$ cat src/rsc_consts.vh
// Register offsets, field positions, reset values and timing counts for the reset source block
`ifndef RSC_CONSTS_VH
`define RSC_CONSTS_VH

// ****************************************************************
// Register byte offsets
// ****************************************************************
`define RSC_OFS_BROWNOUT_CTRL 8'h00
`define RSC_OFS_APP_INT_RESET 8'h04
`define RSC_OFS_PERIPH_RST0 8'h08
`define RSC_OFS_PERIPH_RST1 8'h0C
`define RSC_OFS_PERIPH_RST2 8'h10
`define RSC_OFS_WDOG_LOAD 8'h14
`define RSC_OFS_WDOG_CTRL 8'h18
`define RSC_OFS_WDOG_CLEAR 8'h1C
`define RSC_OFS_WDOG_VALUE 8'h20
`define RSC_OFS_MAIN_OSC_CTRL 8'h24
`define RSC_OFS_RESET_CAUSE 8'h28
`define RSC_OFS_INT_CTRL_STATE 8'h2C
`define RSC_OFS_STATUS 8'h30

// ****************************************************************
// Field positions
// ****************************************************************
`define RSC_BIT_BROWNOUT_RESET_SELECT 1
`define RSC_BIT_CORE_ONLY_RESET 0
`define RSC_BIT_SYSTEM_RESET_REQUEST 2
`define RSC_BIT_WDOG_INT_EN 0
`define RSC_BIT_WDOG_RESET_EN 1
`define RSC_BIT_OSC_CHECK_ENABLE 0
`define RSC_BIT_SW_URGENT_SET 31
`define RSC_BIT_CAUSE_EXT 0
`define RSC_BIT_CAUSE_POR 1
`define RSC_BIT_CAUSE_BOR 2
`define RSC_BIT_CAUSE_WDOG 3
`define RSC_BIT_CAUSE_SW 4
`define RSC_BIT_CAUSE_OSC_FAIL 16

// ****************************************************************
// Reset values and timing
// ****************************************************************
`define RSC_RST_BROWNOUT_CTRL 32'h0000_0000
`define RSC_RST_WDOG_LOAD 32'hFFFF_FFFF
`define RSC_BOR_HOLD_US 500
`define RSC_CLK_MHZ 100
`define RSC_BOR_HOLD_CYCLES (`RSC_BOR_HOLD_US * `RSC_CLK_MHZ)
`define RSC_RESET_PULSE_CYCLES 16

`endif

$ cat src/rsc_reset_source_control.v
// Reset and urgent-interrupt source control with AXI4-Lite register access
//
// Added by the designer: the register offsets and the AXI4-Lite interface to the registers.
`include "rsc_consts.vh"

module rsc_reset_source_control #(
    parameter PERIPH_W = 32,
    parameter BOR_HOLD = `RSC_BOR_HOLD_CYCLES,
    parameter PULSE = `RSC_RESET_PULSE_CYCLES
) (
    // Clock and reset
    input wire clock,
    input wire rstn,
    // AXI4-Lite write address, data and response
    input wire [7:0] s_axi_awaddr,
    input wire s_axi_awvalid,
    output reg s_axi_awready,
    input wire [31:0] s_axi_wdata,
    input wire [3:0] s_axi_wstrb,
    input wire s_axi_wvalid,
    output reg s_axi_wready,
    output reg [1:0] s_axi_bresp,
    output reg s_axi_bvalid,
    input wire s_axi_bready,
    // AXI4-Lite read
    input wire [7:0] s_axi_araddr,
    input wire s_axi_arvalid,
    output reg s_axi_arready,
    output reg [31:0] s_axi_rdata,
    output reg [1:0] s_axi_rresp,
    output reg s_axi_rvalid,
    input wire s_axi_rready,
    // Analog and external event inputs
    input wire brownout_detect,
    input wire flash_busy,
    input wire ext_reset_n,
    input wire urgent_interrupt,
    input wire urgent_pin_enable,
    input wire osc_fault,
    input wire osc_wdog_tick,
    // Reset and interrupt outputs
    output reg system_reset,
    output reg core_reset,
    output reg boot_fetch_start,
    output reg [3*PERIPH_W-1:0] periph_reset,
    output reg brownout_irq,
    output reg wdog_irq,
    output reg urgent_irq
);

    // ****************************************************************
    // Reset synchroniser and input conditioning
    // ****************************************************************
    reg [1:0] rst_sync;
    wire rst_n = rst_sync[1];

    // Release reset through two flops so deassertion is clean
    always @(posedge clock or negedge rstn)
    begin
        if (!rstn)
            rst_sync <= 2'b00;
        else
            rst_sync <= {rst_sync[0], 1'b1};
    end

    // Three-flop pin filters; a level counts once stages two and three agree
    wire [4:0] pin_raw = {osc_wdog_tick, ext_reset_n, osc_fault,
        urgent_interrupt & urgent_pin_enable, brownout_detect};
    reg [4:0] st1, st2, st3, filt;
    reg tick_q;
    always @(posedge clock or negedge rst_n)
    begin
        if (!rst_n)
        begin
            st1 <= 5'h08;
            st2 <= 5'h08;
            st3 <= 5'h08;
            filt <= 5'h08;
            tick_q <= 1'b0;
        end
        else
        begin
            st1 <= pin_raw;
            st2 <= st1;
            st3 <= st2;
            filt <= (st2 & st3) | (filt & (st2 | st3)); // Old level kept on disagreement
            tick_q <= filt[4];
        end
    end
    wire bod_f = filt[0];
    wire pin_f = filt[1];
    wire osc_f = filt[2];
    wire ext_f = filt[3];
    wire tick_f = filt[4];
    wire osc_tick_en = tick_f & ~tick_q; // One enable per rising oscillator edge

    // ****************************************************************
    // Registers
    // ****************************************************************
    reg bor_select, osc_check_en, sw_urgent, core_req, sys_req;
    reg [3*PERIPH_W-1:0] periph_ctrl;
    reg [31:0] wd_load [0:1];
    reg [1:0] wd_int_en, wd_rst_en, wd_int_flag;
    reg [31:0] wd_count [0:1];
    reg [31:0] cause;
    reg bor_cond, bor_irq_flag, osc_fail_pend;
    localparam BT_W = $clog2(BOR_HOLD + 1);
    localparam [31:0] BOR_HOLD_32 = BOR_HOLD;
    localparam [31:0] PULSE_32 = PULSE;
    reg [BT_W-1:0] bor_timer;
    integer k;

    // Write channel: take address and data in either order
    reg aw_held, w_held;
    reg [7:0] aw_addr;
    reg [31:0] w_data;
    wire [7:0] wr_addr = aw_held ? aw_addr : s_axi_awaddr;
    wire [31:0] wr_data = w_held ? w_data : s_axi_wdata;
    wire aw_ok = aw_held | (s_axi_awvalid & s_axi_awready);
    wire w_ok = w_held | (s_axi_wvalid & s_axi_wready);
    wire do_write = aw_ok & w_ok & ~s_axi_bvalid;
    wire wr_full = (s_axi_wstrb == 4'hF);
    wire [1:0] wd_clear = (do_write && wr_full && wr_addr == `RSC_OFS_WDOG_CLEAR) ?
        wr_data[1:0] : 2'b00;
    wire bor_event = bod_f & ~bor_cond;

    // ****************************************************************
    // Reset generation state
    // ****************************************************************
    reg [7:0] pulse_cnt;
    wire [1:0] wd_step = {osc_tick_en, 1'b1}; // Instance one counts oscillator edges
    wire [1:0] wd_zero = {wd_count[1] == 32'h0000_0000, wd_count[0] == 32'h0000_0000};
    wire wd_fire0 = wd_rst_en[0] & wd_int_flag[0] & wd_zero[0];
    wire wd_fire1 = wd_rst_en[1] & wd_int_flag[1] & wd_zero[1] & osc_tick_en;
    wire bor_reset = bor_event & (bor_select | flash_busy);
    wire osc_fail = osc_check_en & osc_f;
    wire any_sys = bor_reset | sys_req | wd_fire0 | wd_fire1 | osc_fail | ~ext_f;

    // Register writes, watchdogs, cause capture and reset requests
    always @(posedge clock or negedge rst_n)
    begin
        if (!rst_n)
        begin
            s_axi_awready <= 1'b1;
            s_axi_wready <= 1'b1;
            s_axi_bvalid <= 1'b0;
            s_axi_bresp <= 2'b00;
            aw_held <= 1'b0;
            w_held <= 1'b0;
            aw_addr <= 8'h00;
            w_data <= 32'h0000_0000;
            bor_select <= 1'b0;
            osc_check_en <= 1'b0;
            sw_urgent <= 1'b0;
            core_req <= 1'b0;
            sys_req <= 1'b0;
            periph_ctrl <= {3*PERIPH_W{1'b0}};
            wd_load[0] <= `RSC_RST_WDOG_LOAD;
            wd_load[1] <= `RSC_RST_WDOG_LOAD;
            wd_count[0] <= `RSC_RST_WDOG_LOAD;
            wd_count[1] <= `RSC_RST_WDOG_LOAD;
            wd_int_en <= 2'b00;
            wd_rst_en <= 2'b00;
            wd_int_flag <= 2'b00;
            cause <= 32'h0000_0002;
            bor_cond <= 1'b0;
            bor_irq_flag <= 1'b0;
            bor_timer <= {BT_W{1'b0}};
            osc_fail_pend <= 1'b0;
        end
        else
        begin
            // Handshake bookkeeping
            if (s_axi_awvalid & s_axi_awready & ~do_write)
            begin
                aw_held <= 1'b1;
                aw_addr <= s_axi_awaddr;
                s_axi_awready <= 1'b0;
            end
            if (s_axi_wvalid & s_axi_wready & ~do_write)
            begin
                w_held <= 1'b1;
                w_data <= s_axi_wdata;
                s_axi_wready <= 1'b0;
            end
            if (s_axi_bvalid & s_axi_bready)
            begin
                s_axi_bvalid <= 1'b0;
                s_axi_awready <= 1'b1;
                s_axi_wready <= 1'b1;
            end
            core_req <= 1'b0;
            sys_req <= 1'b0;
            if (do_write)
            begin
                aw_held <= 1'b0;
                w_held <= 1'b0;
                s_axi_awready <= 1'b0;
                s_axi_wready <= 1'b0;
                s_axi_bvalid <= 1'b1;
                s_axi_bresp <= 2'b00;
                // Partial-lane writes are refused rather than merged
                if (!wr_full)
                    s_axi_bresp <= 2'b10;
                else
                    case (wr_addr)
                    `RSC_OFS_BROWNOUT_CTRL:
                        bor_select <= wr_data[`RSC_BIT_BROWNOUT_RESET_SELECT];
                    `RSC_OFS_APP_INT_RESET:
                    begin
                        sys_req <= wr_data[`RSC_BIT_SYSTEM_RESET_REQUEST];
                        core_req <= wr_data[`RSC_BIT_CORE_ONLY_RESET];
                    end
                    `RSC_OFS_PERIPH_RST0: periph_ctrl[PERIPH_W-1:0] <= wr_data[PERIPH_W-1:0];
                    `RSC_OFS_PERIPH_RST1:
                        periph_ctrl[2*PERIPH_W-1:PERIPH_W] <= wr_data[PERIPH_W-1:0];
                    `RSC_OFS_PERIPH_RST2:
                        periph_ctrl[3*PERIPH_W-1:2*PERIPH_W] <= wr_data[PERIPH_W-1:0];
                    `RSC_OFS_WDOG_LOAD:
                    begin
                        wd_load[wr_data[31]] <= {1'b0, wr_data[30:0]};
                    end
                    `RSC_OFS_WDOG_CTRL:
                    begin
                        wd_int_en <= {wr_data[8 + `RSC_BIT_WDOG_INT_EN], wr_data[`RSC_BIT_WDOG_INT_EN]};
                        wd_rst_en <= {wr_data[8 + `RSC_BIT_WDOG_RESET_EN],
                            wr_data[`RSC_BIT_WDOG_RESET_EN]};
                    end
                    `RSC_OFS_WDOG_CLEAR: ; // Acted on through wd_clear
                    `RSC_OFS_MAIN_OSC_CTRL: osc_check_en <= wr_data[`RSC_BIT_OSC_CHECK_ENABLE];
                    `RSC_OFS_RESET_CAUSE: cause <= wr_data & cause;
                    `RSC_OFS_INT_CTRL_STATE:
                        if (wr_data[`RSC_BIT_SW_URGENT_SET]) sw_urgent <= 1'b1;
                    `RSC_OFS_STATUS:
                        if (wr_data[0]) bor_irq_flag <= 1'b0;
                    default: s_axi_bresp <= 2'b10;
                    endcase
            end
            // Brown-out condition and its 500 us self-clear
            if (bor_event)
            begin
                bor_cond <= 1'b1;
                bor_timer <= BOR_HOLD_32[BT_W-1:0];
                if (!(bor_select | flash_busy)) bor_irq_flag <= 1'b1;
            end
            else if (bor_cond && !bod_f)
            begin
                if (bor_timer == 0)
                    bor_cond <= 1'b0;
                else
                    bor_timer <= bor_timer - 1'b1;
            end
            // Watchdogs: flag and reload on first zero, reset on second
            // A clear loses to a timeout landing in the same cycle
            for (k = 0; k < 2; k = k + 1)
            begin
                if (wd_int_en[k] & wd_step[k])
                begin
                    if (wd_zero[k])
                    begin
                        wd_count[k] <= wd_load[k];
                        wd_int_flag[k] <= 1'b1;
                    end
                    else
                        wd_count[k] <= wd_count[k] - 32'h0000_0001;
                end
                if (wd_clear[k] && !(wd_int_en[k] && wd_step[k] && wd_zero[k]))
                begin
                    wd_int_flag[k] <= 1'b0;
                    wd_count[k] <= wd_load[k];
                end
            end
            // Cause recording; external clears the rest, others are sticky
            if (!ext_f)
                cause <= 32'h0000_0001;
            else
            begin
                if (bor_reset) cause[`RSC_BIT_CAUSE_BOR] <= 1'b1;
                if (wd_fire0 | wd_fire1) cause[`RSC_BIT_CAUSE_WDOG] <= 1'b1;
                if (sys_req) cause[`RSC_BIT_CAUSE_SW] <= 1'b1;
                if (osc_fail)
                begin
                    cause[`RSC_BIT_CAUSE_OSC_FAIL] <= 1'b1;
                    osc_fail_pend <= 1'b1;
                    osc_check_en <= 1'b0;
                end
            end
            if (boot_fetch_start & osc_fail_pend)
                osc_fail_pend <= 1'b0;
            // A system reset request in any_sys clears the watchdog interrupt enables and flags and the peripheral reset controls
            if (any_sys)
            begin
                wd_int_en <= 2'b00;
                wd_int_flag <= 2'b00;
                periph_ctrl <= {3*PERIPH_W{1'b0}};
            end
        end
    end

    // ****************************************************************
    // Reset pulse, boot fetch and interrupt outputs
    // ****************************************************************
    // Hold while external reset, or a brown-out with bor_select or flash_busy set, persists, then a fixed tail
    always @(posedge clock or negedge rst_n)
    begin
        if (!rst_n)
        begin
            pulse_cnt <= PULSE_32[7:0];
            system_reset <= 1'b1;
            core_reset <= 1'b1;
            boot_fetch_start <= 1'b0;
            periph_reset <= {3*PERIPH_W{1'b0}};
            brownout_irq <= 1'b0;
            wdog_irq <= 1'b0;
            urgent_irq <= 1'b0;
        end
        else
        begin
            boot_fetch_start <= 1'b0;
            if (any_sys | (bor_cond & bod_f & (bor_select | flash_busy)))
            begin
                pulse_cnt <= PULSE_32[7:0];
                system_reset <= 1'b1;
                core_reset <= 1'b1;
            end
            else if (core_req & (pulse_cnt == 8'h00))
            begin
                pulse_cnt <= PULSE_32[7:0];
                core_reset <= 1'b1;
            end
            else if (pulse_cnt != 8'h00)
                pulse_cnt <= pulse_cnt - 8'h01;
            else if (core_reset)
            begin
                system_reset <= 1'b0;
                core_reset <= 1'b0;
                boot_fetch_start <= 1'b1;
            end
            periph_reset <= periph_ctrl;
            brownout_irq <= bor_irq_flag;
            wdog_irq <= |(wd_int_flag & wd_int_en);
            urgent_irq <= pin_f | sw_urgent | (osc_fail_pend & ~core_reset);
        end
    end

    // Read channel
    always @(posedge clock or negedge rst_n)
    begin
        if (!rst_n)
        begin
            s_axi_arready <= 1'b1;
            s_axi_rvalid <= 1'b0;
            s_axi_rdata <= 32'h0000_0000;
            s_axi_rresp <= 2'b00;
        end
        else if (s_axi_rvalid)
        begin
            if (s_axi_rready)
            begin
                s_axi_rvalid <= 1'b0;
                s_axi_arready <= 1'b1;
            end
        end
        else if (s_axi_arvalid)
        begin
            s_axi_arready <= 1'b0;
            s_axi_rvalid <= 1'b1;
            s_axi_rresp <= 2'b00;
            case (s_axi_araddr)
            `RSC_OFS_BROWNOUT_CTRL:
                s_axi_rdata <= {30'h0, bor_select, 1'b0};
            `RSC_OFS_APP_INT_RESET: s_axi_rdata <= 32'h0000_0000;
            `RSC_OFS_PERIPH_RST0: s_axi_rdata <= periph_ctrl[PERIPH_W-1:0];
            `RSC_OFS_PERIPH_RST1: s_axi_rdata <= periph_ctrl[2*PERIPH_W-1:PERIPH_W];
            `RSC_OFS_PERIPH_RST2: s_axi_rdata <= periph_ctrl[3*PERIPH_W-1:2*PERIPH_W];
            `RSC_OFS_WDOG_LOAD: s_axi_rdata <= wd_load[0];
            `RSC_OFS_WDOG_CTRL:
                s_axi_rdata <= {22'h0, wd_rst_en[1], wd_int_en[1], 6'h00,
                    wd_rst_en[0], wd_int_en[0]};
            `RSC_OFS_WDOG_CLEAR: s_axi_rdata <= {30'h0, wd_int_flag};
            `RSC_OFS_WDOG_VALUE: s_axi_rdata <= wd_count[0];
            `RSC_OFS_MAIN_OSC_CTRL: s_axi_rdata <= {31'h0, osc_check_en};
            `RSC_OFS_RESET_CAUSE: s_axi_rdata <= cause;
            `RSC_OFS_INT_CTRL_STATE: s_axi_rdata <= {sw_urgent, 31'h0};
            `RSC_OFS_STATUS:
                s_axi_rdata <= {28'h0, osc_fail_pend, pin_f, bor_cond, bor_irq_flag};
            default:
            begin
                s_axi_rdata <= 32'h0000_0000;
                s_axi_rresp <= 2'b10;
            end
            endcase
        end
    end

endmodule // rsc_reset_source_control

$ cat config.mk
export PLATFORM = sky130hd
export DESIGN_NAME = rsc_reset_source_control
export DESIGN_NICKNAME = d
export VERILOG_FILES = /design/src/rsc_reset_source_control.v
export VERILOG_INCLUDE_DIRS = /design/src
export SDC_FILE = /design/constraint.sdc
export NUM_CORES = 1
export LEC_CHECK = 0
export ABC_AREA = 1
export ABC_CLOCK_PERIOD_IN_PS = 15750
export BUFFER_PORTS_ARGS = -buffer_cell sky130_fd_sc_hd__buf_2
export CAP_MARGIN = 10
export CORE_ASPECT_RATIO = 2
export CORE_MARGIN = 2
export CORE_UTILIZATION = 45
export CTS_CLUSTER_DIAMETER = 50
export DETAILED_ROUTE_END_ITERATION = 16
export PLACE_DENSITY = 0.76
export SYNTH_ARGS = -nofsm -noshare
export SYNTH_HDL_FRONTEND = slang
export SYNTH_SLANG_ARGS = --single-unit
$ cat constraint.sdc
create_clock -name clock -period 15.75 [get_ports clock]
set_input_delay 2.3625 -clock clock [delete_from_list [all_inputs] [get_ports clock]]
set_output_delay 2.3625 -clock clock [all_outputs]
set_load 0.01 [all_outputs]
==> results list, run 1 <==
- CTS clock-pin slew for the worst setup and hold paths: 70 ps
- Global-route wire length before repair: 107600 um
- Count of maximum capacitance violations: 0
- The largest total area in the synthesized netlist belongs to dfrtp_1.
- Average cell area after synthesis: 8.166 um2
- Total stage count of the critical path: 11
- Number of antenna violations at the first check in global routing: 2
- Clock tree synthesis selected as its root buffer the cell clkbuf_16.
- Clock latency of the later-clocked register in the worst-skew pair: 600 ps
* Fraction of the mapped netlist area in compound gates: 6.422%
- In this run, post-CTS hold repair placed 0 buffers.
- Power density over the cells: 115.9 nW/um2
- Of the total synthesized cell area, the portion taken by XOR and XNOR cells is 1.418%.
* Fin Hold WS: 308.5 ps
- STA classifies the critical path endpoint as a register.
- At the end of routability-driven placement, the weighted congestion stood at 1.013.
- Cell-by-cell trace of the critical path: buf_2 > nand2_1 > nor2_1 > nand2_2 > nor2_8 > nand2_1 > nor2_2 > nand2_4 > nand2_2 > nand3_1 > nand2_1
- The number of antenna diodes in the final layout is 0.
- Biggest fanout along the worst timing path: 53
* Buf/Inv on CP: 1
- # nets final: approximately 3100
- The flow ran to the end, and the final reports show no timing, DRC or antenna violations.
* Period utilisation layout: 28.95%
- In this run, the number of DRC markers left after iteration 0 of detailed routing was around 1600.
- The synthesized netlist occupies a cell area of 23480 um2.
* Clock tree from TritonCTS: yes
* Hold Violations, Final: 0
* Area taken by multi-input logic gates: 9223 um2
* Sum of negative setup slack: 0 ps
- Count of H-tree levels built during CTS: 2
* Chip height: 327.0 um
- Leakage power: around 0.014 uW
- Fraction of layout instances using a drive strength above 1: roughly 18%
- Overall global routing resource usage: ~26%
* Biggest cell delay along the critical path: 700 ps
- Depth of the worst register-to-register path: 9
- Post-synthesis register bit count: 500
* Number of remaining DRC errors: 0
- Synthesized netlist cell count: 2875
* HPWL after DPL: 49180 um
- Routed wire length: 69110 um
- # fillers: 4825
* Pin count of the biggest net entering global routing: 184
* Cell with the largest stage delay on the worst path: nand2_2
* Total clock buffers created by CTS: 46
- Combined flip-flop and latch cell area: between 10000 and 15000 um2
- Setup Viol. Count Final: 0
- The die is 165.5 um wide.
- Timing would allow up to 219.3 MHz.
* Number of enable flip-flop cells after synthesis: 0
- Final Total Pwr: 3094 uW
- between 200 and 250 I/O pins were placed.
* Buffers added on ports: 206
- Critical Path RT: ~16000 ps
* Full die area: 54130 um2
- Data on the critical path arrives at its endpoint at about 5100 ps.
- The clock passes through at most 3 buffers.
- Number of rows in the core area: 118
- Worst slew slack as a fraction of its limit: 19.54%
- Summing the areas of all and, or, nand and nor instances in the mapped netlist gives 29.08% of the synthesized area.
- Setup repair after global routing left no endpoint under its margin.
- Before antenna repair, the detailed router went through 8 iterations.
- Vias post-DR: around 20000
- Number of clock sinks seen by CTS: 500
- Sequential cells were found to cover 54.03% of the synthesized design area.
- Summing the areas of all fa, ha and maj instances in the mapped netlist gives 0.6395% of the synthesized area.
* Post-synthesis to final-layout area growth: 13.66%
- Critical path's most frequent cell: nand2_1
- The smallest clock period supported by the final layout is computed as around 4600 ps.
* Clock skew after layout: 24.97 ps
- Largest family of logic cells by synthesized area: simple AND/OR/NAND/NOR gates
* Vias in the first global route: 19985
* Synth top area share: between 30% and 40%
- Class of the most critical hold timing path: register to async pin
- The cell family contributing the most delay on the critical path is simple AND/OR/NAND/NOR gates.
* Total setup buffers inserted after CTS: 0
- Setup slack on the worst reg-to-reg path comes out at between 10000 and 15000 ps.
- Average wire per standard cell: 18.45 um
- In the routed layout, each cell is associated on average with a via count of between 5 and 6.
* Fraction of registers with async set or reset after synthesis: 100.0%
- Yosys Warn Count: 0
- Post-cts repair resize count: 0
- The core region is 51670 um2.
* Classification of the worst setup path: input pin to register
- Number of nets with antenna violations after detailed routing: 0
- VDD sags by at most 131.0 uV.
- Leading post-synthesis cells by cell area: dfrtp_1 (38%), dfstp_2 (16%), nand2_1 (16%), nand3_1 (5.5%), nor2_1 (4.3%)
* Transition time of the tightest slew-check pin: 1194 ps
- The most used flip-flop cell after synthesis is dfrtp_1.
- Count of unique library cells instantiated by Yosys: 56
- The max-slew violation count was 0.
* Overflow left after global routing: 0
- Startpoint type of the worst setup path: input pin
- Measured against the total synthesized area, the mux share comes to 1.567%.
* Effective utilization at floorplan: 45.43%
[flip-flops by register name, indices dropped and copies added (netlist names), 16 cells and up]
register and cells:
periph_ctrl 96, bor_timer 16, wd_count 64, w_data 32, cause 32, s_axi_rdata 32, wd_load 64, periph_reset 96
[worst paths after layout]
path                                start               to
min in group clock                 st1[0]           st2[0]
hold reg to reg               rst_sync[1]         bor_cond
max in group asynchronous     rst_sync[1]       w_data[24]
setup reg to reg                  filt[3]  periph_ctrl[62]
hold / removal                rst_sync[1]         bor_cond
setup / recovery           s_axi_wstrb[0]     wd_count[26]
[layout by cell type, fill, tap and decap left out, drive strengths merged, types with 3 or more instances in the layout]
cell type  count
dfrtp        361
or2           31
buf          237
xor2          26
bufinv         5
dfstp        139
mux2          30
mux2i          3
maj3           5
conb           3
nand3        261
nand4         23
o21ai        123
nor4           4
nor3          25
nand2        983
o31ai          6
ha             8
o211ai         4
a21oi        109
inv          279
clkinv        13
xnor2         12
nand3b        17
nor2         275
clkbuf        59
o22ai         27
[through the flow]
| stage | cell area (um2) | worst slack [ps] | utilization, % | cells |
|---|---|---|---|---|
| CTS | 26670 | 11170 | 51.60 | 3744 |
| global placement | 25030 | 10610 | 48.44 | 3658 |
| global route | 26690 | 10960 | 51.64 | 3745 |
| finish | 26690 | 11190 | 51.64 | 3745 |
| detailed placement | 25030 | 10560 | 48.44 | 3658 |
| floorplan | 23480 | 1025 | - | 2876 |
[final cells by class]
cell class | instances | area share [%]
inverter | 272 | 3.835
timing repair buffer | 237 | 4.829
tap | 660 | 3.095
clock buffer | 59 | 4.843
sequential | 500 | 47.55
clock inverter | 27 | 1.285
multi-input combinational | 1990 | 34.56
[synthesized netlist by cell type (2+ instances only)]
cell type / count
nor2_2: 5
buf_4: 4
nor3_1: 22
nor4_1: 3
buf_6: 9
xnor2_1: 12
a21oi_1: 109
nand2_2: 6
buf_1: 8
nand3_1: 256
nand3b_1: 16
o21ai_0: 102
a22o_1: 2
o21bai_1: 2
maj3_1: 5
clkbuf_1: 41
or2_1: 2
dfstp_2: 139
nand3_2: 5
xor2_1: 26
buf_2: 52
nand4_1: 23
nor2_8: 2
conb_1: 2
nand2_4: 5
o211ai_1: 4
ha_1: 8
o31ai_1: 6
o21ai_1: 20
mux2i_1: 3
mux2_2: 30
nor2_1: 268
dfrtp_1: 361
o22ai_1: 27
inv_2: 7
or2_2: 28
inv_1: 264
nand2_1: 972
nor3_2: 2
[power breakdown]
part | leakage, uW | internal, uW | switching, uW
clock | 0.000805 | 678 | 538
combinational | 0.00689 | 137 | 289
sequential | 0.00632 | 1380 | 67.4
total | 0.0140 | 2200 | 895
[per-layer routing]
layer / share of wire, % / vias to the layer above / GRT usage (%) / routed length (um)
met2: 52 / 806 / 46.15 / 36160
met1: 35 / 9529 / 27.92 / 24140
met5: 0.019 / - / 0 / 13
met4: 6.5 / 2 / 15.76 / 4498
met3: 6.2 / 244 / 3.672 / 4308
li1: - / 9453 / - / -
[cells by family (layout without fill, tap and decap cells)]
group           count (synthesis)  count (layout)
simple gates                 1622            1622
flops                         500             500
buf+inv                       386             595
compound gates                281             281
xor+xnor                       38              38
mux                            33              33
fa+ha+maj                      13              13
other cells                     2               3
(Power assumes the default switching activity.)
==> inputs of run 2 (changes only) <==
--- a/config.mk
+++ b/config.mk
@@ -7,7 +7,7 @@
 export NUM_CORES = 1
 export LEC_CHECK = 0
 export ABC_AREA = 1
-export ABC_CLOCK_PERIOD_IN_PS = 15750
+export ABC_CLOCK_PERIOD_IN_PS = 4110
 export BUFFER_PORTS_ARGS = -buffer_cell sky130_fd_sc_hd__buf_2
 export CAP_MARGIN = 10
 export CORE_ASPECT_RATIO = 2
==> constraint.sdc (replaced) <==
create_clock -name clock -period 4.11 [get_ports clock]
set_input_delay 0.6165 -clock clock [delete_from_list [all_inputs] [get_ports clock]]
set_output_delay 0.6165 -clock clock [all_outputs]
set_load 0.01 [all_outputs]
==> run 2 against run 1 <==
Compared with the run above: first-iteration DRC count rose by 14%; via count is 0.70% higher; routed wire length up 1.6%; flip-flop and latch count unchanged; clock power rose to 3.7 times the previous value; critical endpoint is now wd_count[33].
==> results list, run 2 (synthesized netlist as in run 1, its figures left out) <==
- The flow ran to the end, and the final reports show no timing, DRC or antenna violations.
- The worst register-to-register path ends at wd_count[33].
- Chip height: 327.0 um
- Depth of the worst register-to-register path: 11
- Endpoint, Worst Hold: st1[3]
- After floorplanning, the core was divided into 118 placement rows.
* Number of nets with antenna violations after detailed routing: 0
- After detailed routing, the total wire length is 70250 um.
- Measured against its own limit, the worst slew margin works out to 18.47%.
- For this design the ratio of total power to cell area is 438.1 nW/um2.
- For this run, the top clock speed supported by timing is approximately 360 MHz.
- Clock latency of the later-clocked register in the worst-skew pair: 590 ps
* Global-route wire length before repair: 109400 um
- Entering global routing, the biggest net connects 106 pins.
* Worst setup path start: w_held
* Total clock buffers created by CTS: 46
* Critical Path RT: 4630 ps
* Buffer cell driving the clock tree root: clkbuf_16
* Number of antenna violations at the first check in global routing: 2
* Fin Hold WS: between 100 and 150 ps
* Startpoint of the tightest hold check path: ext_reset_n
* Biggest cell delay along the critical path: between 600 and 700 ps
* Final weighted congestion in routability-driven placement: 1.001
* # nets final: 3134
- The largest registers in the layout are periph_ctrl (96), periph_reset (96).
- Placeable core area: 51670 um2
- Of all nets on the critical path, the largest fanout is 42.
- Maximum VDD drop: 480.8 uV
- Flop2flop setup slack: 1320 ps
- Combined flip-flop and latch cell area: 12690 um2
- Of the available clock period, the critical path in the final layout requires 67.96%.
- The completed layout was analyzed and its total power is about 12000 uW.
* Average wire per standard cell: 18.69 um
- Data arrives at the worst endpoint at 3320 ps.
- Drt pass-1 iters: 6
- Cell with the largest stage delay on the worst path: inv_2
- Number of clock sinks seen by CTS: 500
- The H-tree was split into 2 levels.
- In this run the horizontal extent of the chip is approximately 170 um.
- STA classifies the critical path endpoint as a register.
- Classification of the worst setup path: register to register
- RSZ-0062 raised after global routing: false
- Walking the worst path, the cells encountered are inv_2 > buf_4 > or2_0 > o21ai_2 > nor2_8 > nand2_4 > nand2_4 > inv_2 > nand2_1 > nand2_1 > inv_1.
- Timing analysis after detailed placement gives a worst setup slack of 1179 ps.
- # fillers: 4875
- Number of remaining DRC errors: 0
- The min-delay analysis places its worst path in the category input pin to register.
- Commonest non-fill, non-tap cell in the layout: nand2_1
- Setup slack on the critical path of the routed design comes to 1317 ps.
- Buffers added on ports: roughly 210
- Fraction of layout instances using a drive strength above 1: 18.41%
- During I/O placement, the number of pins put on the boundary was approximately 210.
- No sink is reached through more buffers than the 3 on the longest clock path.
- Leaving out fill and tap cells, the most frequent cells in the layout are nand2_1 (972), dfrtp_1 (360), nor2_1 (266), inv_1 (264), nand3_1 (256).
- Hold Path Depth: 1
* Sum of negative setup slack: 0 ps
- Starting DRT DRC Count: 1849
* Final Max Tran Viols: 0
- The number of global-route vias before repair is 20266.
- The final hold violation count was 0.
* HPWL after DPL: 50830 um
* Effective utilization at floorplan: 45.43%
- Setup Viol. Count Final: 0
* Startpoint type of the worst setup path: register
* Final Util: 51.80%
- Total setup buffers inserted after CTS: 0
- Cell family with most CP delay: buffers and inverters
- Leakage power: between 0.01 and 0.015 uW
* Overall global routing resource usage: approximately a quarter
- The worst path needs 2793 ps of the cycle, external delays included.
- Count of maximum capacitance violations: 0
- Post-synthesis to final-layout area growth: 14.02%
- Full die area: between 50000 and 60000 um2
- Counting both buffers and inverters, the worst setup path holds a total of 4.
- TritonCTS built the clock tree.
- Across the routed clock network, the largest skew measured is roughly 31 ps.
- Transition time of the tightest slew-check pin: 1210 ps
- Worst r2r src: w_held
- CTS clock-pin slew for the worst setup and hold paths: 70 ps
* Overflow left after global routing: 0
- Vias post-DR: 20175
* Area taken by multi-input logic gates: roughly 9200 um2
- Using the TritonRoute via totals, the vias-per-cell ratio works out to 5.369.
-- run 2: changes by cell type in the layout (fill, tap and decap cells not counted), sizes merged --
cell / change
dlygate4sd3: +1
clkinvlp: +2
diode: +2
buf: +12
bufinv: -1
inv: -3
-- run 2: layer usage --
| metal | vias to the layer above | global-route usage [%] | wire [um] |
|---|---|---|---|
| met5 | - | 0 | 11 |
| met2 | 806 | 47.32 | 36630 |
| li1 | 9467 | - | - |
| met1 | 9627 | 28.56 | 24860 |
| met4 | 2 | 16.27 | 4775 |
| met3 | 273 | 3.279 | 3978 |
-- run 2: layout make-up --
type / count / area share [%]
Timing Repair Buffer: 250 / 5.328
Clock inverter: 25 / 1.028
Inverter: 272 / 3.823
Tap cell: 660 / 3.085
Multi-Input combinational cell: 1990 / 34.45
Clock buffer: 59 / 4.861
Antenna cell: 2 / 0.01870
Sequential cell: 500 / 47.40
-- run 2: worst max-delay path by stage --
stage	end	slack, ps	depth (start not counted)
after floorplan	aw_addr[0]	-690	0
after global placement	s_axi_rdata[17]	1200	11
after detailed placement	wd_load[17]	1180	10
after CTS	wd_count[33]	1320	11
after global routing	wd_count[34]	1130	11
final	wd_count[33]	1320	11
-- run 2: where the power goes --
| part | total [uW] | switching, uW | internal, uW |
|---|---|---|---|
| logic | 1670 | 1130 | 539 |
| registers | 5550 | 250 | 5300 |
| clock network | 4500 | 1980 | 2520 |
| total | 11700 | 3370 | 8360 |
-- run 2: repair_timing --
| action | in CTS | in global routing |
|---|---|---|
| hold buffers | 1 | 0 |
| gates resized for setup | 0 | 0 |
| hold endpoints to repair | 2 | 0 |
-- run 2: stage by stage --
stage | area, um2 | cells
after global placement | 25180 | 3671
after global routing | 26770 | 3757
after CTS | 26760 | 3756
after floorplan | 23490 | 2876
after detailed placement | 25180 | 3671
final | 26770 | 3758
==> inputs of run 3 (changes only) <==
--- a/config.mk
+++ b/config.mk
@@ -6,8 +6,8 @@
 export SDC_FILE = /design/constraint.sdc
 export NUM_CORES = 1
 export LEC_CHECK = 0
-export ABC_AREA = 1
-export ABC_CLOCK_PERIOD_IN_PS = 4110
+export ABC_AREA = 0
+export ABC_CLOCK_PERIOD_IN_PS = 2500
 export BUFFER_PORTS_ARGS = -buffer_cell sky130_fd_sc_hd__buf_2
 export CAP_MARGIN = 10
 export CORE_ASPECT_RATIO = 2
@@ -15,7 +15,7 @@
 export CORE_UTILIZATION = 45
 export CTS_CLUSTER_DIAMETER = 50
 export DETAILED_ROUTE_END_ITERATION = 16
-export PLACE_DENSITY = 0.76
+export PLACE_DENSITY = 0.77
 export SYNTH_ARGS = -nofsm -noshare
 export SYNTH_HDL_FRONTEND = slang
 export SYNTH_SLANG_ARGS = --single-unit
==> constraint.sdc (replaced) <==
create_clock -name clock -period 2.5 [get_ports clock]
set_input_delay 0.375 -clock clock [delete_from_list [all_inputs] [get_ports clock]]
set_output_delay 0.375 -clock clock [all_outputs]
set_load 0.01 [all_outputs]
==> run 3 against run 2 <==
Compared with the run above: the run now ends with setup timing left; clock power up 67%; synthesized cell count is 29% lower; global-route usage up 3.2 points; first-iteration DRC count is 13% lower; critical path type unchanged; critical endpoint is now periph_ctrl[19].
==> results list, run 3 <==
- The flow ran to the end, but the final reports show violations.
* Failing checks: setup timing
- Yosys Warn Count: 0
* Commonest non-fill, non-tap cells in the layout: dfrtp_1 (359), nor2_1 (249), buf_4 (214), buf_2 (206), nand2_1 (172)
- Post-layout min period: roughly 2800 ps
* Cell area after synthesis: 21500 um2
* Buffer cell driving the clock tree root: clkbuf_16
* Largest family of logic cells by synthesized area: compound AO/OA/AOI/OAI gates
- Maximum VDD drop: 650.1 uV
- Synth top area share: between 40% and 50%
* Buffers added on ports: 206
- Dividing total power by cell area gives a power density of around 740 nW/um2.
* Maximum clock frequency: 356.3 MHz
- In this run, synthesis inferred 0 flip-flops with an integrated enable.
- Global-route wire length before repair: 110300 um
- The die covers 49660 um2.
* Average cell area after synthesis: 10.51 um2
* Setup slack of the critical path after layout: -306.9 ps
- Clock-pin slew was measured on the worst setup and hold paths at roughly 70 ps.
- Leakage power: 0.01218 uW
- The synthesized netlist devotes 16.84% of its cell area to compound gates.
- Biggest fanout along the worst timing path: 7
- The library cell used most frequently in the layout, excluding fill and tap cells, is dfrtp_1.
* Clock tree from TritonCTS: yes
- Number of antenna violations at the first check in global routing: 1
* Count of H-tree levels built during CTS: 2
- Horizontal die dimension: 158.6 um
* Number of clock sinks seen by CTS: 500
* Worst slew slack as a fraction of its limit: around 50%
* Classification of the worst setup path: register to register
- STA classifies the critical path startpoint as a register.
* Xor and xnor area share after synthesis: 0.6924%
* Most frequent cells after synthesis: dfrtp_1 (361), nor2_1 (256), nand2_1 (174)
- Setup Viol. Count Final: 150
- In the final layout, the registers with the most flip-flops are periph_ctrl (96), periph_reset (96).
- WP data arrival: 3260 ps
- Hold is met by around 37 ps.
- The floorplan has 113 rows.
- Before antenna repair, the detailed router went through 8 iterations.
- Pin count of the biggest net entering global routing: 86
- The most common cell in the synthesized netlist is dfrtp_1.
* Register area share after synthesis: 58.99%
* Fraction of registers with async set or reset after synthesis: between 90% and 100%
- The number of global-route vias before repair came to 19371.
- Vias post-DR: 18817
- Across the run, the number of max-cap violations was 0.
- In the routed layout, each cell is associated on average with a via count of 5.991.
* Largest buffer count on any clock path: 3
- In the final routed layout, each cell accounts on average for 23.71 um.
- In the synthesized netlist the dominant register cell turns out to be dfrtp_1.
- The congestion estimate from routability-driven global placement came to 0.9938.
- The die is 313.2 um tall.
* Fraction of layout instances using a drive strength above 1: a little over a third
* Fraction of the mapped netlist area in simple logic gates: 15.49%
- Leading post-synthesis cells by cell area: dfrtp_1 (42%), dfstp_2 (17%), nor2_1 (4.5%), a21oi_1 (3.7%), nand2_1 (3.0%)
- Period utilisation layout: 112.3%
- After synthesis, the share of cell area in mux cells is 4.410%.
* Adder-Cell Fraction of Synth Area: 0.6982%
* Class of the most critical hold timing path: input pin to register
* Overall global routing resource usage: between 20 and 30%
* Post-synthesis register bit count: 500
- The routed design has about 74000 um of wire.
- Number of remaining DRC errors: 0
- Placeable core area: 47360 um2
* Clock latency of the later-clocked register in the worst-skew pair: 590 ps
* Synthesized netlist cell count: 2046
- Global routing finished with a remaining overflow of 0.
* Clock skew after layout: 20.06 ps
- Once the floorplan was initialized, standard cells occupied 45.40% of the core.
* Post-synthesis to final-layout area growth: 30.27%
* Total clock buffers created by CTS: 45
- RSZ-0062 raised after global routing: true
- Data on the critical path is required at its endpoint by 2960 ps.
* Total I/O pin count: 209
* # nets final: ~2500
- Hold Violations, Final: 0
- dfrtp_1 takes more of the synthesized area than any other cell.
* Count of placed standard cells including taps: approximately 3000
* Transition time of the tightest slew-check pin: roughly 740 ps
- HPWL after DPL: about 52000 um
- Yosys mapped the design onto 78 distinct sky130hd cell types.
- The finished layout holds 3141 standard cells, fillers aside.
* Starting DRT DRC Count: approximately 1600
- The worst setup path is captured at a register.
* Worst slack at placement: -316.2 ps
- Summed over all failing endpoints, the final setup total negative slack is -29990 ps.
- In this run the remaining antenna-violating nets after routing total 0.
- The max-slew violation count is 0.
-- run 3: worst paths after layout --
| kind | slack (ps) | from | endpoint | depth (start not counted) |
|---|---|---|---|---|
| worst max-delay path | -310 | wd_count[43] | periph_ctrl[19] | 9 |
| worst min-delay path | 40 | s_axi_wdata[9] | w_data[9] | 2 |
| worst max register to register | -310 | wd_count[43] | periph_ctrl[19] | 9 |
| worst min register to register | 280 | rst_sync[1] | w_data[25] | 0 |
| max in group asynchronous | 1350 | rst_sync[1] | wd_load[8] | 2 |
| min in group asynchronous | 100 | rstn | rst_sync[1] | 2 |
-- run 3: cell type report --
type	count	area [um2]
Tap cell	632	790.8
Clock buffer	57	1264
Inverter	25	93.84
Fill cell	3792	19350
Antenna cell	1	2.502
Multi-Input combinational cell	1395	8931
Sequential cell	500	12690
Clock inverter	27	332.8
Timing Repair Buffer	504	3908
-- run 3: per-stage QoR --
stage / cell area (um2) / utilization [%] / total power (uW)
floorplan: 21690 / - / 11290
global route: 28010 / 59.14 / 21460
finish: 28010 / 59.14 / 20710
global placement: 25130 / 53.07 / 12700
detailed placement: 25130 / 53.07 / 12850
CTS: 27290 / 57.63 / 20460
-- run 3: power by group --
group,internal [uW],switching (uW)
Clock,4180,3340
Sequential,8800,520
Combinational,1690,2170
-- run 3: per-layer routing --
layer  vias to the layer above  global-route usage [%]  part of all wire, %
li1                       8236                       -                    -
met1                      9253                   30.85                   33
met2                       969                   51.52                   52
met3                       357                   4.562                  6.0
met4                         2                   23.03                  9.1
met5                         -                       0                0.015
-- run 3: critical path: stages, from the launching register on --
cell and delay, ps:
dfstp_2 380, or4_4 530, or4_4 550, nor4_4 300
buf_4 190, a32oi_4 130, nand3_4 220, buf_6 170
clkbuf_16 160, a211oi_1 50
-- run 3: what timing repair did --
item                                    4_1_cts  5_1_grt
resized for setup                            64      129
gates cloned                                  3        5
hold buffers                                 11        0
endpoints found under the setup margin      164      200
buffers inserted                             17       29
endpoints found under the hold margin        11        0
pin swaps                                    16       47
-- run 3: logic make-up (layout without fill, tap and decap cells) --
group                    Yosys count  count (layout)
adder cells (fa/ha/maj)           13              13
buffers and inverters            153             613
flip-flops                       500             500
other                              2               4
AO/OA/AOI/OAI                    569             569
AND/OR/NAND/NOR                  703             704
multiplexers                      89              89
XOR/XNOR                          17              17
